--- src/lpwc_pkg.sv ---
// Purpose: Shared constants for the low-power mode and wake-up controller.
// Assumes: One clock domain at 25 MHz; register port with one-cycle read latency.
// Notes:   All offsets are byte addresses of aligned 32-bit words.
// What this block does
// - Active core clock from RC, crystal or PLL.
// - Wait-for-event with deep sleep enters backup.
// - Backup turns regulator and core supply off.
// - Enabled pin, input or alarm leaves backup.
// - Backup wake restores supply, core restarts reset.
// - After backup wake, I/O become pulled-up inputs.
// - Wait-for-event, low-power select, no deep sleep: wait.
// - Wait stops core, peripheral, memory clocks; powered.
// - Wait restart completes under ten microseconds.
// - Wait exits on inputs, alarms or USB.
// - Sleep stops only core clock.
// - Sleep wakes on interrupt, or event after wait-for-event.
// - Low level on sixteen inputs, or RTC, RTT or USB, requests fast start.
// - Fast start request is asynchronous, clockless.
// - Fast start restarts RC, selects it, clocks core.
// - After wait or backup wake run from RC; PLL stays off.

// ************************************************************
// Package
// ************************************************************
package lpwc_pkg;
   localparam logic [7:0] OFS_CTRL      = 8'h00;
   localparam logic [7:0] OFS_PERIPH_EN = 8'h04;
   localparam logic [7:0] OFS_WAKE_EN   = 8'h08;
   localparam logic [7:0] OFS_FS_EN     = 8'h0c;
   localparam logic [7:0] OFS_DEBOUNCE  = 8'h10;
   localparam logic [7:0] OFS_MODE      = 8'h14;
   localparam logic [7:0] OFS_IRQ_STAT  = 8'h18;
   localparam logic [7:0] OFS_IRQ_CLR   = 8'h1c;
   localparam logic [7:0] OFS_IRQ_EN    = 8'h20;
   // CTRL field positions.
   localparam int CTRL_LPS     = 0;
   localparam int CTRL_SRC_LO  = 1;
   localparam int CTRL_PLL     = 3;
   localparam int CTRL_DIV_LO  = 4;
   localparam int CTRL_PIO_REL = 7;
   // Wake enable positions above the sixteen input bits.
   localparam int WE_FORCE_WAKEUP_PIN = 16;
   localparam int WE_ALM  = 17;
   localparam int IRQ_BACKUP = 0;
   localparam int IRQ_WAIT   = 1;
   localparam int IRQ_SLEEP  = 2;
   localparam logic [1:0] SRC_FRC  = 2'h0;
   localparam logic [1:0] SRC_XTAL = 2'h1;
   localparam logic [1:0] SRC_PLL  = 2'h2;
   localparam logic [7:0] RST_PERIPH_EN = 8'hff;
   localparam logic [7:0] RST_DEBOUNCE  = 8'h04;
   // Timing.
   localparam int CLK_PERIOD_NS   = 40;
   localparam int REG_START_NS    = 400000;
   localparam int REG_START_CYC   = REG_START_NS / CLK_PERIOD_NS;
   localparam int FRC_START_NS    = 2000;
   localparam int FRC_START_CYC   = (FRC_START_NS + CLK_PERIOD_NS - 1) / CLK_PERIOD_NS;
   localparam int WAIT_EXIT_NS    = 10000;
   localparam int WAIT_EXIT_CYC   = WAIT_EXIT_NS / CLK_PERIOD_NS;
   localparam int CORE_RST_CYC    = 4;
   typedef enum logic [6:0] {
      ST_ACTIVE    = 7'h01,
      ST_SLEEP     = 7'h02,
      ST_WAIT      = 7'h04,
      ST_FRC_START = 7'h08,
      ST_BACKUP    = 7'h10,
      ST_REG_START = 7'h20,
      ST_CORE_RST  = 7'h40
   } lpwc_state_type;
endpackage

--- src/lpwc_top.sv ---
// Purpose: Low-power mode entry, clock and supply gating, and wake-up sequencing.
// Assumes: core_clk_i is the always-running backup-domain clock.
// Notes:   fast_startup_o is a purely combinational path for the clock controller.
`timescale 1ns/1ps
`default_nettype none

module lpwc_top #(
   parameter int REG_CYC = lpwc_pkg::REG_START_CYC
) (
   // Clock and reset
   input  wire logic        core_clk_i,
   input  wire logic        sys_rst_i,
   // Register port
   input  wire logic [7:0]  reg_addr_i,
   input  wire logic [31:0] reg_wdata_i,
   input  wire logic        reg_wr_i,
   input  wire logic        reg_rd_i,
   output logic      [31:0] reg_rdata_o,
   // Processor
   input  wire logic        cpu_wfe_i,
   input  wire logic        cpu_wfi_i,
   input  wire logic        deep_sleep_bit_i,
   input  wire logic        cpu_irq_i,
   input  wire logic        cpu_event_i,
   // Wake sources
   input  wire logic        force_wakeup_pin_n_i,
   input  wire logic [15:0] wakeup_inputs_i,
   input  wire logic        supply_monitor_alarm_i,
   input  wire logic        rtc_alarm_i,
   input  wire logic        real_time_tick_timer_alarm_i,
   input  wire logic        usb_wakeup_i,
   // Clock and power control
   output logic             core_clk_en_o,
   output logic      [7:0]  periph_clk_en_o,
   output logic             mem_clk_en_o,
   output logic      [1:0]  clk_src_sel_o,
   output logic      [2:0]  clk_div_o,
   output logic             main_pll_en_o,
   output logic             fast_rc_enable_o,
   output logic             fast_startup_o,
   output logic             regulator_on_ctrl_o,
   output logic             core_reset_o,
   output logic             pio_safe_o,
   output logic             irq_o
);

   // ************************************************************
   // State
   // ************************************************************
   typedef struct packed {
      lpwc_pkg::lpwc_state_type st;
      logic [20:0] s1_wake;
      logic [20:0] s2_wake;
      logic        s1_fs;
      logic        s2_fs;
      logic [15:0] wk_ref;
      logic [7:0]  deb_cnt;
      logic [13:0] tmr;
      logic        entry_wfe;
      logic        lps;
      logic [1:0]  clk_src;
      logic        pll_en;
      logic [2:0]  clk_div;
      logic [7:0]  periph_en;
      logic [20:0] wake_en;
      logic [18:0] fs_en;
      logic [7:0]  deb_cfg;
      logic [2:0]  irq_st;
      logic [2:0]  irq_en;
      logic        pio_safe;
      logic [31:0] rdata;
   } lpwc_regs_type;

   lpwc_regs_type state_reg;
   lpwc_regs_type state_next;

   logic        in_wait;
   logic [18:0] fs_src;
   logic        force_wakeup_pin_low;
   logic        wk_trans;
   logic        deb_cand;
   logic        deb_ok;
   logic        alarm_wake;
   logic        sleep_wake;
   logic [2:0]  irq_set;

   assign in_wait = (state_reg.st == lpwc_pkg::ST_WAIT);
   // Low level on an input, an RTC or RTT alarm, or the USB wake forms the fast-start set of nineteen.
   assign fs_src = {usb_wakeup_i, real_time_tick_timer_alarm_i, rtc_alarm_i, ~wakeup_inputs_i};
   // No clock is involved here, so the clock controller sees the request at once.
   assign fast_startup_o = in_wait & (|(fs_src & state_reg.fs_en));

   // Backup wake qualification on synchronised copies only.
   assign force_wakeup_pin_low   = state_reg.wake_en[lpwc_pkg::WE_FORCE_WAKEUP_PIN] & ~state_reg.s2_wake[16];
   assign wk_trans   = |((state_reg.s2_wake[15:0] ^ state_reg.wk_ref) & state_reg.wake_en[15:0]);
   assign deb_cand   = force_wakeup_pin_low | wk_trans;
   assign deb_ok     = deb_cand & (state_reg.deb_cnt >= state_reg.deb_cfg);
   assign alarm_wake = |(state_reg.s2_wake[19:17] & state_reg.wake_en[19:17]);
   // A wait-for-interrupt sleep ignores events.
   assign sleep_wake = cpu_irq_i | (state_reg.entry_wfe & (cpu_event_i | state_reg.s2_fs));

   // ************************************************************
   // Next state
   // ************************************************************
   always_comb begin
      state_next = state_reg;
      irq_set    = 3'h0;
      // The first stage feeds only the second.
      state_next.s1_wake = {usb_wakeup_i, real_time_tick_timer_alarm_i, rtc_alarm_i,
                            supply_monitor_alarm_i, force_wakeup_pin_n_i, wakeup_inputs_i};
      state_next.s2_wake = state_reg.s1_wake;
      state_next.s1_fs   = fast_startup_o;
      state_next.s2_fs   = state_reg.s1_fs;
      state_next.rdata   = 32'h0;
      state_next.deb_cnt = 8'h0;
      if (deb_cand && state_reg.deb_cnt != 8'hff) begin
         state_next.deb_cnt = state_reg.deb_cnt + 8'h1;
      end

      case (state_reg.st)
         lpwc_pkg::ST_ACTIVE: begin
            if (cpu_wfe_i && deep_sleep_bit_i) begin
               state_next.st       = lpwc_pkg::ST_BACKUP;
               state_next.wk_ref   = state_reg.s2_wake[15:0];
               state_next.pio_safe = 1'b1;
            end else if (cpu_wfe_i && state_reg.lps && !deep_sleep_bit_i) begin
               state_next.st = lpwc_pkg::ST_WAIT;
            end else if (cpu_wfi_i || cpu_wfe_i) begin
               state_next.st        = lpwc_pkg::ST_SLEEP;
               state_next.entry_wfe = cpu_wfe_i;
            end
         end
         lpwc_pkg::ST_SLEEP: begin
            if (sleep_wake) begin
               state_next.st         = lpwc_pkg::ST_ACTIVE;
               irq_set[lpwc_pkg::IRQ_SLEEP] = 1'b1;
            end
         end
         lpwc_pkg::ST_WAIT: begin
            if (state_reg.s2_fs) begin
               state_next.st = lpwc_pkg::ST_FRC_START;
               state_next.tmr = 14'h0;
            end
         end
         lpwc_pkg::ST_FRC_START: begin
            state_next.tmr = state_reg.tmr + 14'h1;
            if (state_reg.tmr == 14'(lpwc_pkg::FRC_START_CYC - 1)) begin
               state_next.st      = lpwc_pkg::ST_ACTIVE;
               state_next.clk_src = lpwc_pkg::SRC_FRC;
               state_next.pll_en  = 1'b0;
               irq_set[lpwc_pkg::IRQ_WAIT] = 1'b1;
            end
         end
         lpwc_pkg::ST_BACKUP: begin
            if (deb_ok || alarm_wake) begin
               state_next.st  = lpwc_pkg::ST_REG_START;
               state_next.tmr = 14'h0;
            end
         end
         lpwc_pkg::ST_REG_START: begin
            state_next.tmr = state_reg.tmr + 14'h1;
            if (state_reg.tmr == 14'(REG_CYC - 1)) begin
               state_next.st  = lpwc_pkg::ST_CORE_RST;
               state_next.tmr = 14'h0;
            end
         end
         lpwc_pkg::ST_CORE_RST: begin
            state_next.tmr     = state_reg.tmr + 14'h1;
            state_next.clk_src = lpwc_pkg::SRC_FRC;
            state_next.pll_en  = 1'b0;
            if (state_reg.tmr == 14'(lpwc_pkg::CORE_RST_CYC - 1)) begin
               state_next.st = lpwc_pkg::ST_ACTIVE;
               irq_set[lpwc_pkg::IRQ_BACKUP] = 1'b1;
            end
         end
         default: begin
            state_next.st = lpwc_pkg::ST_ACTIVE;
         end
      endcase

      // ************************************************************
      // Register port
      // ************************************************************
      if (reg_wr_i) begin
         case (reg_addr_i)
            lpwc_pkg::OFS_CTRL: begin
               state_next.lps     = reg_wdata_i[lpwc_pkg::CTRL_LPS];
               state_next.pll_en  = reg_wdata_i[lpwc_pkg::CTRL_PLL];
               state_next.clk_div = reg_wdata_i[lpwc_pkg::CTRL_DIV_LO +: 3];
               // Reserved source code falls back to the RC oscillator.
               state_next.clk_src = (reg_wdata_i[lpwc_pkg::CTRL_SRC_LO +: 2] == 2'h3) ?
                                    lpwc_pkg::SRC_FRC : reg_wdata_i[lpwc_pkg::CTRL_SRC_LO +: 2];
               if (reg_wdata_i[lpwc_pkg::CTRL_PIO_REL]) begin
                  state_next.pio_safe = 1'b0;
               end
            end
            lpwc_pkg::OFS_PERIPH_EN: state_next.periph_en = reg_wdata_i[7:0];
            lpwc_pkg::OFS_WAKE_EN:   state_next.wake_en = reg_wdata_i[20:0];
            lpwc_pkg::OFS_FS_EN:     state_next.fs_en = reg_wdata_i[18:0];
            lpwc_pkg::OFS_DEBOUNCE:  state_next.deb_cfg = reg_wdata_i[7:0];
            lpwc_pkg::OFS_IRQ_EN:    state_next.irq_en = reg_wdata_i[2:0];
            default: begin
            end
         endcase
      end
      // A new event wins over a clear in the same cycle.
      state_next.irq_st = state_reg.irq_st | irq_set;
      if (reg_wr_i && reg_addr_i == lpwc_pkg::OFS_IRQ_CLR) begin
         state_next.irq_st = (state_reg.irq_st & ~reg_wdata_i[2:0]) | irq_set;
      end
      if (reg_rd_i) begin
         case (reg_addr_i)
            lpwc_pkg::OFS_CTRL:      state_next.rdata = {24'h0, state_reg.pio_safe, state_reg.clk_div,
                                                         state_reg.pll_en, state_reg.clk_src, state_reg.lps};
            lpwc_pkg::OFS_PERIPH_EN: state_next.rdata = {24'h0, state_reg.periph_en};
            lpwc_pkg::OFS_WAKE_EN:   state_next.rdata = {11'h0, state_reg.wake_en};
            lpwc_pkg::OFS_FS_EN:     state_next.rdata = {13'h0, state_reg.fs_en};
            lpwc_pkg::OFS_DEBOUNCE:  state_next.rdata = {24'h0, state_reg.deb_cfg};
            // Software polls the RC enable bit here before trusting wait entry.
            lpwc_pkg::OFS_MODE:      state_next.rdata = {23'h0, fast_rc_enable_o, 1'b0, state_reg.st};
            lpwc_pkg::OFS_IRQ_STAT:  state_next.rdata = {29'h0, state_reg.irq_st};
            lpwc_pkg::OFS_IRQ_EN:    state_next.rdata = {29'h0, state_reg.irq_en};
            default:                 state_next.rdata = 32'h0;
         endcase
      end
   end

   always_ff @(posedge core_clk_i) begin
      if (sys_rst_i) begin
         state_reg           <= '0;
         state_reg.st        <= lpwc_pkg::ST_ACTIVE;
         state_reg.periph_en <= lpwc_pkg::RST_PERIPH_EN;
         state_reg.deb_cfg   <= lpwc_pkg::RST_DEBOUNCE;
         state_reg.clk_src   <= lpwc_pkg::SRC_FRC;
      end else begin
         state_reg <= state_next;
      end
   end

   // ************************************************************
   // Outputs
   // ************************************************************
   logic run_or_sleep;
   assign run_or_sleep = (state_reg.st == lpwc_pkg::ST_ACTIVE) || (state_reg.st == lpwc_pkg::ST_SLEEP);
   assign core_clk_en_o   = (state_reg.st == lpwc_pkg::ST_ACTIVE) ||
                            (state_reg.st == lpwc_pkg::ST_CORE_RST);
   assign periph_clk_en_o = run_or_sleep ? state_reg.periph_en : 8'h0;
   assign mem_clk_en_o    = run_or_sleep;
   assign clk_src_sel_o   = state_reg.clk_src;
   assign clk_div_o       = state_reg.clk_div;
   assign main_pll_en_o   = state_reg.pll_en;
   // The RC is stopped in wait and backup and restarted by the exit sequences.
   assign fast_rc_enable_o = !(in_wait || state_reg.st == lpwc_pkg::ST_BACKUP);
   // Supply stays up in wait and sleep so that state is kept.
   assign regulator_on_ctrl_o = (state_reg.st != lpwc_pkg::ST_BACKUP);
   assign core_reset_o = (state_reg.st == lpwc_pkg::ST_BACKUP) || (state_reg.st == lpwc_pkg::ST_REG_START) ||
                         (state_reg.st == lpwc_pkg::ST_CORE_RST);
   assign pio_safe_o  = state_reg.pio_safe;
   assign irq_o       = |(state_reg.irq_st & state_reg.irq_en);
   assign reg_rdata_o = state_reg.rdata;

   // ************************************************************
   // Checks
   // ************************************************************
   localparam int WAIT_BOUND = 60;
endmodule // lpwc_top

`default_nettype wire

--- config.mk ---
export PLATFORM = sky130hd
export DESIGN_NAME = lpwc_top
export DESIGN_NICKNAME = d
export VERILOG_FILES = /design/src/lpwc_pkg.sv /design/src/lpwc_top.sv
export SDC_FILE = /design/constraint.sdc
export NUM_CORES = 1
export LEC_CHECK = 0
export ABC_AREA = 1
export BUFFER_PORTS_ARGS = -buffer_cell sky130_fd_sc_hd__clkbuf_2
export CAP_MARGIN = 20
export CORE_MARGIN = 2
export CORE_UTILIZATION = 40
export CTS_BUF_LIST = sky130_fd_sc_hd__clkbuf_8
export DETAILED_ROUTE_END_ITERATION = 12
export GPL_TIMING_DRIVEN = 0
export PLACE_DENSITY = 0.73
export SYNTH_ARGS = -nofsm -noshare
export SYNTH_HDL_FRONTEND = slang
export SYNTH_SLANG_ARGS = --single-unit
--- constraint.sdc ---
create_clock -name core_clk_i -period 1.6 [get_ports core_clk_i]
set_input_delay 0.32 -clock core_clk_i [delete_from_list [all_inputs] [get_ports core_clk_i]]
set_output_delay 0.32 -clock core_clk_i [all_outputs]
set_load 0.1 [all_outputs]
==> flow_metrics.py <==
metrics = {
    "run_status": {
        "outcome": "finished with violations",
        "failed_checks": "negative setup slack",
    },
    "detailed_routing": {
        "final_antenna_net_count": 0,
        "detailroute.via_count": 8219,
        "detail_route.iter0.violations": 737,
        "wire_per_inst_um": 16.60,
        "route.detailed.drc": 0,
        "detail_route.vias_per_cell": 5.189,
        "wirelength_um": 26300,
        "first_pass_iters": 5,
    },
    "power": {
        "static-leakage-power_nw": 4.918,
        "vdd.ir_drop.worst_mv": 1.422,
        "power-per-cell-area_nw_per_um2": 1324,
    },
    "yosys": {
        "post_synth_instance_area_um2": 8249,
        "synth.lib_cells_used.distinct": 52,
        "syn_area_per_cell_um2": 7.418,
        "synthCells": 1112,
        "synth.yosys.seq_area_share_pct": 43.44,
        "synth.ff_latch_count": 179,
        "synth_edf_count": 0,
        "ys.flop_type": "sky130_fd_sc_hd__dfxtp_1",
        "yosysWarningCount": 0,
        "postSynth.asyncResetShare_pct": 0,
    },
    "clock_tree": {
        "holdBufCountCts": 0,
        "tritoncts": "done",
        "numCtsBuffers": 17,
        "ctsHtreeMaxLevel": 4,
        "clockRootBuffer": "sky130_fd_sc_hd__clkbuf_8",
        "clock_transition_at_the_registers_of_the_reported_paths_ps": 90,
        "tritoncts_num_sinks": 179,
        "insertion_delay_ps": 490,
        "clock_tree.buffer_depth": 2,
    },
    "placement": {
        "placed_cells": 1492,
        "post-dp-hpwl_um": 17530,
        "portBuffers": 100,
        "place_congestion": 0.9386,
    },
    "finish": {
        "largest_register_ff_count": 130,
        "layout.nets": 1382,
        "most_frequent_standard_cell_in_the_layout_excluding_fill_and_tap_cells": "sky130_fd_sc_hd__nor2_1",
        "fraction_of_layout_instances_using_a_drive_strength_above_1_pct": 34.09,
        "final_core_util_pct": 55.69,
        "insertedDiodeCount": 0,
        "most_frequent_cells_in_the_layout": "170 x sky130_fd_sc_hd__nor2_1, 157 x sky130_fd_sc_hd__dfxtp_1, 138 x sky130_fd_sc_hd__inv_1",
        "final_cell_count_no_fill": 1584,
        "relative_area_change_from_synthesis_to_final_layout_pct": 36.60,
    },
    "setup_path": {
        "cp_slowest_stage_delay_ps": 370,
        "timing.critical_path.cells": "nor2_4 -> nand2_4 -> nor4_4 -> buf_6 -> nor2_2 -> nand2_2 -> clkbuf_16",
        "type_of_element_capturing_the_critical_path": "primary output",
        "startpoint_type": "flip-flop",
        "cp_max_fo": 3,
        "worst_setup_path_type": "reg -> out",
        "worst-endpoint-required_ps": 1280,
        "worst_path_max_delay_cell": "sky130_fd_sc_hd__dfxtp_4",
        "timing.critical_path.arrival_ps": 1870,
    },
    "flow_run": {
        "drv.max_cap_violation_count": 0,
    },
    "floorplanning": {
        "design.portCount": 124,
        "floorplan.die_area_um2": 21790,
        "num_rows": 52,
        "die_width_um": 147.6,
        "start_util_pct": 40.77,
        "core_region_area_um2": 20230,
        "die_height_um": 147.6,
    },
    "timing": {
        "setup_viol": 54,
        "timing.final.hold_violations": 0,
        "maxSlewViolCount": 0,
        "relSlewSlack_pct": 44.93,
        "final.setup.worst_slack_ps": -590.7,
        "rsz_0062_raised_after_global_routing": "true",
        "finalClockSkew_ps": 21.81,
        "tightest_pin_transition_ps": 826.0,
        "layout_min_cycle_time_ps": 2191,
        "fmaxAchievable_mhz": 456.5,
        "finalCritPeriodShare_pct": 136.9,
    },
    "min_path": {
        "hold_path_class": "in -> reg",
    },
    "global_route": {
        "number_of_global_route_vias_before_repair": 7695,
        "maximum_number_of_pins_on_one_net_before_global_route_repair": 17,
        "grt_overflow": 0,
        "grt_use_total_pct": 23.48,
        "grt_antenna_before_repair": 0,
        "grt_pass1_wl_um": 39710,
    },
}
==> area by class of cell <==
class                      instances  area, µm²
tap                              270      337.8
clock inverter                    13      147.6
timing repair buffer             162       1525
buffer                            68      450.4
sequential                       179       3618
clock buffer                      19      261.5
fill                            1745       8966
inverter                         173      690.7
multi-input combinational        700       4237
==> cells in the mapped netlist, types with 4 or more instances <==
cell type / instances / area, µm²
sky130_fd_sc_hd__o211ai_1: 12 / 90.09
sky130_fd_sc_hd__nor3_2: 5 / 50.05
sky130_fd_sc_hd__o21ai_1: 5 / 25.02
sky130_fd_sc_hd__nand3_1: 38 / 190.2
sky130_fd_sc_hd__a211oi_1: 5 / 37.54
sky130_fd_sc_hd__a21oi_1: 61 / 305.3
sky130_fd_sc_hd__clkbuf_1: 21 / 78.83
sky130_fd_sc_hd__o22ai_1: 20 / 125.1
sky130_fd_sc_hd__nand2_2: 16 / 100.1
sky130_fd_sc_hd__a21oi_2: 19 / 166.4
sky130_fd_sc_hd__ha_1: 11 / 137.6
sky130_fd_sc_hd__buf_4: 37 / 277.8
sky130_fd_sc_hd__inv_1: 149 / 559.3
sky130_fd_sc_hd__inv_2: 22 / 82.58
sky130_fd_sc_hd__nor2_2: 9 / 56.30
sky130_fd_sc_hd__dfxtp_1: 179 / 3583
sky130_fd_sc_hd__xor2_1: 12 / 105.1
sky130_fd_sc_hd__nor2_1: 196 / 735.7
sky130_fd_sc_hd__nand4_1: 7 / 43.79
sky130_fd_sc_hd__o21ai_0: 94 / 470.5
sky130_fd_sc_hd__nor3_1: 8 / 40.04
sky130_fd_sc_hd__nand2_1: 129 / 484.2
sky130_fd_sc_hd__o21bai_1: 4 / 30.03
sky130_fd_sc_hd__buf_2: 9 / 45.04
==> per-layer routing <==
| layer | up-vias | track usage, % | routed length (µm) |
|---|---|---|---|
| met5 | - | 0 | 0 |
| met2 | 429 | 39.21 | 12490 |
| li1 | 3902 | - | - |
| met1 | 3771 | 28.65 | 10250 |
| met4 | 0 | 10.53 | 1174 |
| met3 | 117 | 5.802 | 2390 |
==> path summary, 6_finish.rpt <==
path                             start               to  slack (ps)  cells after the start
hold reg to reg        state_next[156]   state_reg[156]         400                      2
setup / recovery        state_reg[188]     core_reset_o        -590                      7
hold / removal    force_wakeup_pin_n_i  state_next[159]          20                      3
setup reg to reg        state_reg[188]   state_reg[108]        -430                     12
==> where the power goes <==
| part | total (mW) | switching (mW) | internal (mW) |
|---|---|---|---|
| Clock | 3.25 | 1.76 | 1.49 |
| Sequential | 4.88 | 0.204 | 4.68 |
| Combinational | 6.78 | 4.16 | 2.63 |
| Total | 14.9 | 6.12 | 8.80 |
==> cell families (layout without fill, tap and decap cells) <==
group,Yosys count,count (layout),share of synthesized area [%]
AO/OA/AOI/OAI,236,236,16.93
XOR/XNOR,13,13,1.380
adder cells (fa/ha/maj),11,11,1.668
buffers and inverters,243,435,13.17
flip-flops,179,179,43.44
other,1,11,0.04546
AND/OR/NAND/NOR,429,429,23.37
==> per-stage QoR <==
step | worst slack, ps | hold WS (ps) | total power [mW] | setup TNS (ps) | instance area (µm²)
floorplan | -493.0 | 388.3 | 8.477 | -6877 | 8443
global placement | -721.5 | 390.0 | 9.151 | -60320 | 9281
detailed placement | -761.8 | 394.3 | 9.210 | -66610 | 9281
CTS | -565.3 | 15.29 | 14.51 | -12960 | 10940
global route | -622.5 | 24.65 | 15.33 | -23140 | 11270
finish | -590.7 | 23.56 | 14.92 | -20320 | 11270
==> what timing repair did <==
action / CTS / global route
setup endpoints to repair: 108 / 119
buffers inserted: 39 / 27
gates resized for setup: 229 / 76
pin swaps: 42 / 32
cloned: 4 / 0
==> critical path, delay by kind of cell (launching register included) <==
family | cells | cell delay (ps)
flip-flops | 1 | 370
AND/OR/NAND/NOR | 5 | 660
buffers and inverters | 2 | 350
No activity file was read; power rests on OpenSTA's default activity.
